### config.mk
export PLATFORM = sky130hd
export DESIGN_NAME = lpw_wake_gate
export DESIGN_NICKNAME = d
export VERILOG_FILES = /design/src/include/lpw_pkg.sv /design/src/design/lpw_wake_gate.sv
export VERILOG_INCLUDE_DIRS = /design/src /design/src/include
export SDC_FILE = /design/constraint.sdc
export NUM_CORES = 1
export LEC_CHECK = 0
export BUFFER_PORTS_ARGS = -buffer_cell sky130_fd_sc_hd__buf_2
export CORE_UTILIZATION = 40
export DETAILED_ROUTE_END_ITERATION = 10
export SETUP_SLACK_MARGIN = 0.02
export SLEW_MARGIN = 25
export SYNTH_ARGS = -nofsm -noshare
export SYNTH_HDL_FRONTEND = slang
export SYNTH_SLANG_ARGS = --single-unit
### constraint.sdc
create_clock -name clk -period 5.9 [get_ports clk]
set_input_delay 1.18 -clock clk [delete_from_list [all_inputs] [get_ports clk]]
set_output_delay 1.18 -clock clk [all_outputs]
set_load 0.1 [all_outputs]
### src/include/lpw_defines.svh
/*
 * Constants of the low-power wake-up gating block: register offsets,
 * field positions, reset values and timing counts.
 * Assumes it is included by bare name and compiled before the design.
 */
`ifndef LPW_DEFINES_SVH
`define LPW_DEFINES_SVH

// ============================================================
// Register byte offsets.
`define LPW_OFS_MODE 8'h00
`define LPW_OFS_PINFN 8'h04
`define LPW_OFS_STPINS 8'h08
`define LPW_OFS_STPER 8'h0c
`define LPW_OFS_BODCTL 8'h10
`define LPW_OFS_SLPPWR 8'h14
`define LPW_OFS_WDMODE 8'h18
`define LPW_OFS_DPDCTL 8'h1c
`define LPW_OFS_WKTCTL 8'h20
`define LPW_OFS_WKTCNT 8'h24
`define LPW_OFS_COREEN 8'h28
`define LPW_OFS_STATUS 8'h2c
`define LPW_OFS_MASK 8'h30
`define LPW_OFS_WSRC 8'h34

// ============================================================
// Field positions.
`define LPW_CORE_BOD 8
`define LPW_CORE_WDT 9
`define LPW_CORE_WKT 10
`define LPW_CORE_SER_LO 11
`define LPW_CORE_TOUCH 14
`define LPW_CORE_GEN 15
`define LPW_SP_BOD 0
`define LPW_SP_WDT 1
`define LPW_SP_WKT 2
`define LPW_SP_SER 3
`define LPW_SP_TOUCH 4
`define LPW_BOD_IRQEN 0
`define LPW_BOD_RSTEN 1
`define LPW_SLP_BODPWR 0
`define LPW_SLP_WDOPWR 1
`define LPW_WD_EN 0
`define LPW_WD_RSTEN 1
`define LPW_WD_IRQEN 2
`define LPW_DPD_WKPIN 0
`define LPW_DPD_RSTPIN 1
`define LPW_DPD_LPOSC 2
`define LPW_DPD_LPKEEP 3
`define LPW_ST_WAKE 0
`define LPW_ST_WKT 1

// ============================================================
// Reset values and timing.
`define LPW_RST_ZERO 32'h0000_0000
`define LPW_LPOSC_DIV 16'h0009

`endif

### src/include/lpw_pkg.sv
/*
 * Types of the low-power wake-up gating block.
 * Assumes nothing beyond a SystemVerilog compiler.
 */
package lpw_pkg;
	// Power mode, Gray coded along run-sleep-deep-sleep-power-down-DPD.
	typedef enum logic [2:0] {
		LPW_RUN = 3'h0,
		LPW_SLEEP = 3'h1,
		LPW_DSLEEP = 3'h3,
		LPW_PDOWN = 3'h2,
		LPW_DPD = 3'h6
	} lpw_mode_type;

	// Wake sources as seen from the peripherals and pins.
	typedef struct packed {
		logic gen_irq;        // Any other core interrupt line.
		logic [7:0] pin_irq;  // Pin interrupt lines.
		logic bod_irq;        // Brown-out interrupt.
		logic bod_rst;        // Brown-out reset.
		logic wdt_irq;        // Watchdog interrupt.
		logic wdt_rst;        // Watchdog reset.
		logic wdt_feed;       // Watchdog feed pulse.
		logic [2:0] ser_irq;  // Serial peripheral interrupts.
		logic [2:0] ser_slave; // Serial peripheral is in slave mode.
		logic [2:0] ser_clk;  // External master supplies clock.
		logic touch_irq;      // Touch event interrupt.
		logic touch_wdo;      // Touch function clock is watchdog osc.
		logic reset_pin_n;    // Reset pin line, active low.
		logic wakeup_pin_n;   // Wake-up pin line, active low.
	} lpw_src_type;
endpackage

### src/design/lpw_wake_gate.sv
/*
 * Wake-up qualification for sleep, deep-sleep, power-down and deep
 * power-down, with an AXI4-Lite register slave and a level interrupt.
 * Assumes sources are synchronous to clk and the bus master keeps at
 * most one write and one read outstanding.
 */
`timescale 1ns/100ps
`include "lpw_defines.svh"

module lpw_wake_gate
	import lpw_pkg::*;
(
	input wire logic clk, // 100 MHz system clock.
	input wire logic rst_n, // Synchronous reset, active low.
	input wire logic [7:0] s_axi_awaddr, // Write address.
	input wire logic s_axi_awvalid, // Write address valid.
	output logic s_axi_awready, // Write address ready.
	input wire logic [31:0] s_axi_wdata, // Write data.
	input wire logic [3:0] s_axi_wstrb, // Write strobes.
	input wire logic s_axi_wvalid, // Write data valid.
	output logic s_axi_wready, // Write data ready.
	output logic [1:0] s_axi_bresp, // Write response.
	output logic s_axi_bvalid, // Write response valid.
	input wire logic s_axi_bready, // Write response ready.
	input wire logic [7:0] s_axi_araddr, // Read address.
	input wire logic s_axi_arvalid, // Read address valid.
	output logic s_axi_arready, // Read address ready.
	output logic [31:0] s_axi_rdata, // Read data.
	output logic [1:0] s_axi_rresp, // Read response.
	output logic s_axi_rvalid, // Read data valid.
	input wire logic s_axi_rready, // Read data ready.
	input wire lpw_src_type src, // Wake sources.
	output logic wake_req, // Registered wake pulse.
	output logic wake_reset, // Wake was a reset-type source.
	output logic [2:0] power_mode, // Current power mode.
	output logic dpd_power_off, // Domains other than pin/timer off.
	output logic irq // Level interrupt.
);
	// ============================================================
	// Bus slave state.
	logic aw_held, w_held, next_aw_held, next_w_held;
	logic [7:0] aw_addr, next_aw_addr;
	logic [31:0] w_data, next_w_data;
	logic bvalid, next_bvalid, rvalid, next_rvalid;
	logic [1:0] bresp, next_bresp, rresp, next_rresp;
	logic [31:0] rdata, next_rdata;
	logic do_write, do_read, wr_ok, rd_ok;
	logic [31:0] rd_val;

	// ============================================================
	// Configuration and status registers.
	lpw_mode_type mode, next_mode;
	logic pin_function_enable_reg, next_pinfn;
	logic [7:0] start_logic_enable_pins, next_stpins;
	logic [4:0] start_logic_enable_periph, next_stper;
	logic [1:0] brownout_control, next_bodctl;
	logic [1:0] sleep_power_config, next_slppwr;
	logic [2:0] watchdog_mode_reg, next_wdmode;
	logic [3:0] deep_powerdown_control, next_dpdctl;
	logic wkt_clk_sel, next_wkt_sel;
	logic [31:0] wkt_count, next_wkt_count;
	logic wkt_flag, next_wkt_flag;
	logic [15:0] core_en, next_core_en;
	logic [1:0] status, next_status, mask, next_mask;
	logic [12:0] wake_src, next_wake_src;
	logic wdt_running, next_wdt_running;
	logic [15:0] div_cnt, next_div_cnt;
	logic wake_q, next_wake_q, wrst_q, next_wrst_q;

	// ============================================================
	// Wake qualification.
	logic in_sleep, in_deep, in_dpd, bod_pwr, wdo_pwr, lp_tick;
	logic [12:0] qual;
	logic wake_any, wake_rst_any, wkt_run, wkt_expire;

	assign s_axi_awready = !aw_held && !bvalid;
	assign s_axi_wready = !w_held && !bvalid;
	assign s_axi_bvalid = bvalid;
	assign s_axi_bresp = bresp;
	assign s_axi_arready = !rvalid;
	assign s_axi_rvalid = rvalid;
	assign s_axi_rresp = rresp;
	assign s_axi_rdata = rdata;

	// Mode decode and power conditions kept in the sleep configuration.
	always_comb begin
		in_sleep = (mode == LPW_SLEEP);
		in_deep = (mode == LPW_DSLEEP) || (mode == LPW_PDOWN);
		in_dpd = (mode == LPW_DPD);
		bod_pwr = sleep_power_config[`LPW_SLP_BODPWR];
		wdo_pwr = sleep_power_config[`LPW_SLP_WDOPWR];
	end

	// Each source with all its enables; in DPD only pins and timer count.
	always_comb begin
		qual[0] = in_sleep && src.gen_irq && core_en[`LPW_CORE_GEN];
		qual[1] = in_sleep && |(src.pin_irq & core_en[7:0]);
		qual[2] = (in_sleep || in_deep) && pin_function_enable_reg &&
			!src.reset_pin_n;
		qual[3] = in_deep &&
			|(src.pin_irq & core_en[7:0] & start_logic_enable_pins);
		qual[4] = in_deep && src.bod_irq && core_en[`LPW_CORE_BOD] &&
			start_logic_enable_periph[`LPW_SP_BOD] &&
			brownout_control[`LPW_BOD_IRQEN] && bod_pwr;
		qual[5] = in_deep && src.bod_rst &&
			brownout_control[`LPW_BOD_RSTEN] && bod_pwr;
		qual[6] = in_deep && src.wdt_irq && wdt_running &&
			watchdog_mode_reg[`LPW_WD_IRQEN] && wdo_pwr &&
			core_en[`LPW_CORE_WDT] &&
			start_logic_enable_periph[`LPW_SP_WDT];
		qual[7] = in_deep && src.wdt_rst && wdt_running &&
			watchdog_mode_reg[`LPW_WD_RSTEN] && wdo_pwr;
		qual[8] = in_deep && wkt_flag && core_en[`LPW_CORE_WKT] &&
			start_logic_enable_periph[`LPW_SP_WKT];
		qual[9] = in_deep && start_logic_enable_periph[`LPW_SP_SER] &&
			|(src.ser_irq & src.ser_slave & src.ser_clk &
			core_en[`LPW_CORE_SER_LO+2:`LPW_CORE_SER_LO]);
		qual[10] = in_deep && src.touch_irq && src.touch_wdo && wdo_pwr &&
			core_en[`LPW_CORE_TOUCH] &&
			start_logic_enable_periph[`LPW_SP_TOUCH];
		qual[11] = in_dpd && deep_powerdown_control[`LPW_DPD_WKPIN] &&
			!src.wakeup_pin_n;
		qual[12] = in_dpd && (deep_powerdown_control[`LPW_DPD_RSTPIN] &&
			!src.reset_pin_n || wkt_flag &&
			deep_powerdown_control[`LPW_DPD_LPOSC] &&
			deep_powerdown_control[`LPW_DPD_LPKEEP] &&
			wkt_clk_sel);
		wake_any = |qual;
		wake_rst_any = qual[2] || qual[5] || qual[7] || qual[12];
	end

	// The timer only ticks while its low-power clock would really run.
	always_comb begin
		wkt_run = deep_powerdown_control[`LPW_DPD_LPOSC] && wkt_clk_sel &&
			(!in_dpd || deep_powerdown_control[`LPW_DPD_LPKEEP]);
		lp_tick = wkt_run && (div_cnt == 16'h0000);
		wkt_expire = lp_tick && (wkt_count == 32'h0000_0001);
	end

	// Bus handshake decode; address and data may arrive in either order.
	always_comb begin
		do_write = (aw_held || s_axi_awvalid) &&
			(w_held || s_axi_wvalid) && !bvalid;
		do_read = s_axi_arvalid && !rvalid;
		next_aw_addr = s_axi_awvalid && s_axi_awready ? s_axi_awaddr
			: aw_addr;
		next_w_data = s_axi_wvalid && s_axi_wready ? s_axi_wdata : w_data;
		wr_ok = (next_aw_addr <= `LPW_OFS_MASK) &&
			(next_aw_addr[1:0] == 2'h0);
		rd_ok = 1'b1;
		case (s_axi_araddr)
			`LPW_OFS_MODE: rd_val = {29'h0, mode};
			`LPW_OFS_PINFN: rd_val = {31'h0, pin_function_enable_reg};
			`LPW_OFS_STPINS: rd_val = {24'h0, start_logic_enable_pins};
			`LPW_OFS_STPER: rd_val = {27'h0, start_logic_enable_periph};
			`LPW_OFS_BODCTL: rd_val = {30'h0, brownout_control};
			`LPW_OFS_SLPPWR: rd_val = {30'h0, sleep_power_config};
			`LPW_OFS_WDMODE: rd_val = {29'h0, watchdog_mode_reg};
			`LPW_OFS_DPDCTL: rd_val = {28'h0, deep_powerdown_control};
			`LPW_OFS_WKTCTL: rd_val = {31'h0, wkt_clk_sel};
			`LPW_OFS_WKTCNT: rd_val = wkt_count;
			`LPW_OFS_COREEN: rd_val = {16'h0, core_en};
			`LPW_OFS_STATUS: rd_val = {30'h0, status};
			`LPW_OFS_MASK: rd_val = {30'h0, mask};
			`LPW_OFS_WSRC: rd_val = {19'h0, wake_src};
			default: begin
				rd_val = 32'h0;
				rd_ok = 1'b0;
			end
		endcase
	end

	// Next values of bus and register state.
	always_comb begin
		next_aw_held = do_write ? 1'b0 : (aw_held || s_axi_awvalid);
		next_w_held = do_write ? 1'b0 : (w_held || s_axi_wvalid);
		next_bvalid = do_write || (bvalid && !s_axi_bready);
		next_bresp = do_write ? (wr_ok ? 2'h0 : 2'h2) : bresp;
		next_rvalid = do_read || (rvalid && !s_axi_rready);
		next_rdata = do_read ? rd_val : rdata;
		next_rresp = do_read ? (rd_ok ? 2'h0 : 2'h2) : rresp;
		next_mode = mode;
		next_pinfn = pin_function_enable_reg;
		next_stpins = start_logic_enable_pins;
		next_stper = start_logic_enable_periph;
		next_bodctl = brownout_control;
		next_slppwr = sleep_power_config;
		next_wdmode = watchdog_mode_reg;
		next_dpdctl = deep_powerdown_control;
		next_wkt_sel = wkt_clk_sel;
		next_core_en = core_en;
		next_mask = mask;
		next_wkt_count = wkt_count;
		next_wkt_flag = wkt_flag;
		next_div_cnt = (div_cnt == 16'h0000) ? `LPW_LPOSC_DIV
			: div_cnt - 16'h0001;
		if (do_write && wr_ok && (s_axi_wstrb[0])) begin
			case (next_aw_addr)
				`LPW_OFS_MODE: begin
					if (lpw_mode_type'(next_w_data[2:0]) inside {LPW_RUN,
						LPW_SLEEP, LPW_DSLEEP, LPW_PDOWN, LPW_DPD}) begin
						next_mode = lpw_mode_type'(next_w_data[2:0]);
					end
				end
				`LPW_OFS_PINFN: next_pinfn = next_w_data[0];
				`LPW_OFS_STPINS: next_stpins = next_w_data[7:0];
				`LPW_OFS_STPER: next_stper = next_w_data[4:0];
				`LPW_OFS_BODCTL: next_bodctl = next_w_data[1:0];
				`LPW_OFS_SLPPWR: next_slppwr = next_w_data[1:0];
				`LPW_OFS_WDMODE: next_wdmode = next_w_data[2:0];
				`LPW_OFS_DPDCTL: next_dpdctl = next_w_data[3:0];
				`LPW_OFS_WKTCTL: next_wkt_sel = next_w_data[0];
				`LPW_OFS_COREEN: next_core_en = next_w_data[15:0];
				`LPW_OFS_MASK: next_mask = next_w_data[1:0];
				default: next_mode = mode;
			endcase
		end
		// Writing the count restarts the countdown and drops an old expiry.
		if (do_write && wr_ok && next_aw_addr == `LPW_OFS_WKTCNT) begin
			next_wkt_count = next_w_data;
			next_wkt_flag = 1'b0;
		end else if (lp_tick && wkt_count != 32'h0) begin
			next_wkt_count = wkt_count - 32'h0000_0001;
		end
		if (wkt_expire) begin
			next_wkt_flag = 1'b1;
		end
		// A qualified wake returns the block to run, winning over a write.
		if (wake_any) begin
			next_mode = LPW_RUN;
		end
	end

	// Sticky status: a read clears it, but a same-cycle event still sets.
	always_comb begin
		next_status = status;
		if (do_read && s_axi_araddr == `LPW_OFS_STATUS) begin
			next_status = 2'h0;
		end
		next_status[`LPW_ST_WAKE] = next_status[`LPW_ST_WAKE] || wake_any;
		next_status[`LPW_ST_WKT] = next_status[`LPW_ST_WKT] || wkt_expire;
		next_wake_src = wake_any ? qual : wake_src;
		next_wake_q = wake_any;
		next_wrst_q = wake_rst_any;
		// The watchdog cannot be stopped once fed while enabled.
		next_wdt_running = wdt_running ||
			(src.wdt_feed && watchdog_mode_reg[`LPW_WD_EN]);
	end

	// Register stage for everything above.
	always_ff @(posedge clk) begin
		if (!rst_n) begin
			aw_held <= 1'b0;
			w_held <= 1'b0;
			aw_addr <= 8'h00;
			w_data <= `LPW_RST_ZERO;
			bvalid <= 1'b0;
			bresp <= 2'h0;
			rvalid <= 1'b0;
			rresp <= 2'h0;
			rdata <= `LPW_RST_ZERO;
			mode <= LPW_RUN;
			pin_function_enable_reg <= 1'b0;
			start_logic_enable_pins <= 8'h00;
			start_logic_enable_periph <= 5'h00;
			brownout_control <= 2'h0;
			sleep_power_config <= 2'h0;
			watchdog_mode_reg <= 3'h0;
			deep_powerdown_control <= 4'h0;
			wkt_clk_sel <= 1'b0;
			wkt_count <= `LPW_RST_ZERO;
			wkt_flag <= 1'b0;
			core_en <= 16'h0000;
			status <= 2'h0;
			mask <= 2'h0;
			wake_src <= 13'h0000;
			wdt_running <= 1'b0;
			div_cnt <= 16'h0000;
			wake_q <= 1'b0;
			wrst_q <= 1'b0;
		end else begin
			aw_held <= next_aw_held;
			w_held <= next_w_held;
			aw_addr <= next_aw_addr;
			w_data <= next_w_data;
			bvalid <= next_bvalid;
			bresp <= next_bresp;
			rvalid <= next_rvalid;
			rresp <= next_rresp;
			rdata <= next_rdata;
			mode <= next_mode;
			pin_function_enable_reg <= next_pinfn;
			start_logic_enable_pins <= next_stpins;
			start_logic_enable_periph <= next_stper;
			brownout_control <= next_bodctl;
			sleep_power_config <= next_slppwr;
			watchdog_mode_reg <= next_wdmode;
			deep_powerdown_control <= next_dpdctl;
			wkt_clk_sel <= next_wkt_sel;
			wkt_count <= next_wkt_count;
			wkt_flag <= next_wkt_flag;
			core_en <= next_core_en;
			status <= next_status;
			mask <= next_mask;
			wake_src <= next_wake_src;
			wdt_running <= next_wdt_running;
			div_cnt <= next_div_cnt;
			wake_q <= next_wake_q;
			wrst_q <= next_wrst_q;
		end
	end

	assign wake_req = wake_q;
	assign wake_reset = wrst_q;
	assign power_mode = mode;
	assign dpd_power_off = in_dpd;
	assign irq = |(status & mask);

	// ============================================================
	// Checks.
	a_sleep_irq: assert property (@(posedge clk) disable iff (!rst_n)
		in_sleep && src.gen_irq && core_en[`LPW_CORE_GEN] |=> wake_req)
		else $error("enabled interrupt did not wake sleep");
	a_reset_pin: assert property (@(posedge clk) disable iff (!rst_n)
		(in_sleep || in_deep) && !pin_function_enable_reg && !wake_any
		|=> !wake_req)
		else $error("reset pin woke without its function enabled");
	a_pin_start: assert property (@(posedge clk) disable iff (!rst_n)
		qual[3] |-> |(start_logic_enable_pins & src.pin_irq))
		else $error("pin wake without start-logic enable");
	a_bod_power: assert property (@(posedge clk) disable iff (!rst_n)
		(qual[4] || qual[5]) |-> bod_pwr && in_deep)
		else $error("brown-out wake with detector unpowered");
	a_wdt_running: assert property (@(posedge clk) disable iff (!rst_n)
		(qual[6] || qual[7]) |-> wdt_running && wdo_pwr)
		else $error("watchdog wake while not running");
	a_wkt_expiry: assert property (@(posedge clk) disable iff (!rst_n)
		wkt_expire && !(do_write && next_aw_addr == `LPW_OFS_WKTCNT)
		|=> wkt_flag && wkt_count == 32'h0)
		else $error("timer expiry not flagged");
	a_dpd_only: assert property (@(posedge clk) disable iff (!rst_n)
		in_dpd |-> qual[10:0] == 11'h0)
		else $error("powered-off source woke deep power-down");
	a_wake_exit: assert property (@(posedge clk) disable iff (!rst_n)
		wake_any |=> wake_req && mode == LPW_RUN && status[`LPW_ST_WAKE])
		else $error("wake did not return to run");
	a_wake_or: assert property (@(posedge clk) disable iff (!rst_n)
		wake_req == $past(|qual))
		else $error("wake request not the OR of sources");
	c_dpd_pin: cover property (@(posedge clk) disable iff (!rst_n)
		in_dpd ##1 qual[11]);
	c_deep_wdt: cover property (@(posedge clk) disable iff (!rst_n)
		qual[6]);
	c_sleep_wake: cover property (@(posedge clk) disable iff (!rst_n)
		in_sleep ##1 wake_req);
endmodule // lpw_wake_gate

==> results.md <==
- The run finished, with violations left.
- The final reports fail on DRC.
- For this design, the CTS-stage hold fixing added 0 buffers.
- The synthesized cell area is 0.009025 mm2.
- For this run, asynchronously set or reset flops after synthesis account for 0%.
- The die is 152.2 um tall.
- The critical path starts at s_axi_awaddr[6].
- STA classifies the critical path startpoint as an input pin.
- The minimum clock period is 3.469 ns.
- The DRC violation count after routing is 28.
- The leftover overflow at the end of global routing is 0.
- The critical path is of the input pin to flop type.
- Counting flops and latches in the post-synthesis netlist gives 192.
- After the last flow step, the layout net total stands at 1209.
- In this run, CTS created clock tree buffers numbering 17.
- The synthesized instance count is 1022.
- A synthesized cell averages 8.831 um2.
- Leaving out fill and tap cells, the most frequent cells in the layout are 192 x sky130_fd_sc_hd__dfxtp_1, 127 x sky130_fd_sc_hd__buf_2, 105 x sky130_fd_sc_hd__nand2_1.
- Hold is met by 0.4644 ns.
- Across the routed clock network, the largest skew measured is 0.009612 ns.
- The die outline width is 152.2 um.
- The floorplan step defined a die boundary enclosing 0.02317 mm2.
- The global-route total usage across every layer is 21.71%.
- The origin of the critical flop-to-flop path is wkt_count[5].
- Summing internal, switching and leakage power gives 3.070 mW.
- Entering global routing, the biggest net connects 98 pins.
- The class of the worst hold path is flop to flop.
- The number of pins exceeding their max-slew limit in the final report is 0.
- The capturing point of the worst reg2reg path is wkt_count[1].
- The final cell utilization of the core is 47.63%.
- The later pin in the worst-skew pair is clocked with a latency of 0.44 ns.
- The worst setup path endpoint is wkt_count[18].
- The clock transition at the registers of the reported paths is 0.07 ns.
- After detailed routing, the number of vias per cell comes to 5.551.
- Of the synthesized area, sequential elements account for 42.59%.
- The number of maximum-capacitance constraint violations is 0.
- The worst setup slack before clock tree synthesis is 2.014 ns.
- Setup repair after global routing left no endpoint under its margin.
- The setup check on the worst reg-to-reg path leaves a slack of 2.63 ns.
- The detailed router placed 7844 vias in this run.
- For the worst setup path, the data required time is 6.20 ns.
- The number of enable-type register cells in the synthesized netlist is 0.
- The post-cts sizing count is 0.
- The last weighted congestion value of the routability-driven placer is 0.9604.
- The total of endpoints with negative setup slack in the final report is 0.
- The Yosys step of the flow raised 0 warnings.
- The maximum level of the CTS H-tree is 4.
- The non-filler instance count after layout is 1413.
- Summing all non-filler instances in the final layout gives an area of 0.01046 mm2.
- The area of placed instances is 0.009877 mm2.
- Headroom to the max-slew limit came out at 31.31%.
- The wire length per cell after detailed routing is 17.65 um.
- Port buffering added 128 buffers.
- The initial utilization of the core area, before any placement, comes to 41.10%.
- The post-placement cell count is 1380.
- The capturing element type of the critical path is a flop.
- The standard cell core area is 0.02196 mm2.
- The final critical path takes up 58.80% of the cycle.
- The CTS root buffer is sky130_fd_sc_hd__clkbuf_16.
- The number of hold violations in the final report came to 0.
- The reported leakage power is 4.338 nW.
- Pin placement for this block handled 134 I/O pins.
- In this run the remaining antenna-violating nets after routing total 0.
- Counting along the longest clock path gives a buffer depth of 2.
- For this run, the top clock speed supported by timing is 288.3 MHz.
- Power spread over the standard cell area amounts to 293.5 mW/mm2.
- The number of global-route vias before repair was 7336.
- Summed over all failing endpoints, the final setup total negative slack is 0 ns.
- The growth of design area from synthesis to finish is 15.89%.
- In this run the worst path has a maximum fanout of 50.
- The post-detailed-placement half-perimeter wirelength is 17910 um.
- The first-pass GRT wire length is 40090 um.
- Leaving out fill and tap cells, the most frequent cell in the layout is sky130_fd_sc_hd__dfxtp_1.
- TritonCTS built the clock tree.
- The number of rows created at floorplan is 54.
- The ratio of cells with drive above 1 in the final layout is 17.58%.
- The number of buffers inserted to repair setup after CTS is 0.
- The number of different library cells in the post-synthesis netlist is 73.
- For the worst flop-to-flop path, the logic depth is 6.
- In the post-route analysis, the smallest setup slack over all paths is 2.431 ns.
- STA puts the critical path data arrival time at 3.77 ns.
- For this run, the leading register cell type out of synthesis is sky130_fd_sc_hd__dfxtp_1.
- VDD sags by at most 0.0001746 V.
- The transition time of the tightest slew-check pin is 1.025 ns.
- The initial antenna violation count came to 3.
- The CTS sink count is 192.
- In this run, the number of DRC markers left after iteration 0 of detailed routing was 481.
- The total wire length after detailed routing is 24940 um.
- Before antenna repair, the detailed router went through 9 iterations.
worst max-delay path, stage by stage:
cell and delay (ns):
sky130_fd_sc_hd__buf_2 0.11, sky130_fd_sc_hd__nor4_1 0.78, sky130_fd_sc_hd__nand2_1 0.16, sky130_fd_sc_hd__o32a_1 0.26, sky130_fd_sc_hd__a21o_1 0.17, sky130_fd_sc_hd__buf_4 0.29, sky130_fd_sc_hd__nand2_1 0.60, sky130_fd_sc_hd__o22ai_1 0.20
synthesized netlist by cell type (all sizes together) (20+ instances only):
| library cell | count | area (um2) |
|---|---|---|
| dfxtp | 192 | 3844 |
| nand2 | 105 | 394.1 |
| mux2i | 62 | 620.6 |
| nor2b | 58 | 362.9 |
| o21ai | 51 | 259.0 |
| clkbuf | 50 | 187.7 |
| nor2 | 49 | 183.9 |
| nand3 | 47 | 240.2 |
| inv | 38 | 142.6 |
| xnor2 | 36 | 315.3 |
| nor3 | 28 | 145.1 |
| a22oi | 26 | 195.2 |
| nand2b | 26 | 162.7 |
| a21oi | 24 | 120.1 |
| nor4 | 20 | 146.4 |
| o22ai | 20 | 131.4 |
where the power goes:
group / switching [mW] / internal [mW] / leakage, nW
clock network: 0.573 / 0.576 / 0.283
logic: 0.324 / 0.190 / 2.50
registers: 0.0476 / 1.36 / 1.56
how the worst min path moves through the flow:
stage | cells past startpoint | start | endpoint
after floorplan | 2 | wake_src[2] | wake_src[2]
after detailed placement | 2 | wake_src[5] | wake_src[5]
final | 2 | wake_src[11] | wake_src[11]
after CTS | 2 | wake_src[0] | wake_src[0]
after global routing | 2 | wake_src[0] | wake_src[0]
after global placement | 2 | wake_src[0] | wake_src[0]
logic make-up (layout without fill, tap and decap cells):
kind of cell / Yosys count / count (layout) / synth area share [%]
AOI/OAI and AO/OA: 196 / 196 / 14.88
xor gates and xnor gates: 41 / 41 / 3.979
adders and majority gates: 4 / 4 / 0.5546
buffers and inverters: 97 / 206 / 4.270
DFF: 192 / 192 / 42.59
muxes: 73 / 73 / 8.374
other: 1 / 3 / 0.04155
and+or+nand+nor: 418 / 418 / 25.32
cell type report:
type	instances	area, um2
diodes	1	2.502
clock buffers	18	439.2
clock inverters	14	133.9
fillers	2164	11500
inverters	38	142.6
multi-input cells	734	4831
flip-flops and latches	192	3844
well taps	280	350.3
repair buffers	136	715.7
layer usage:
layer	GRT usage [%]	share of wire (%)
met2	33.93	44
met3	5.745	6.4
met5	0	0.052
met4	4.810	0.87
met1	29.87	49
Note: power is estimated with default switching activity, not from simulation.
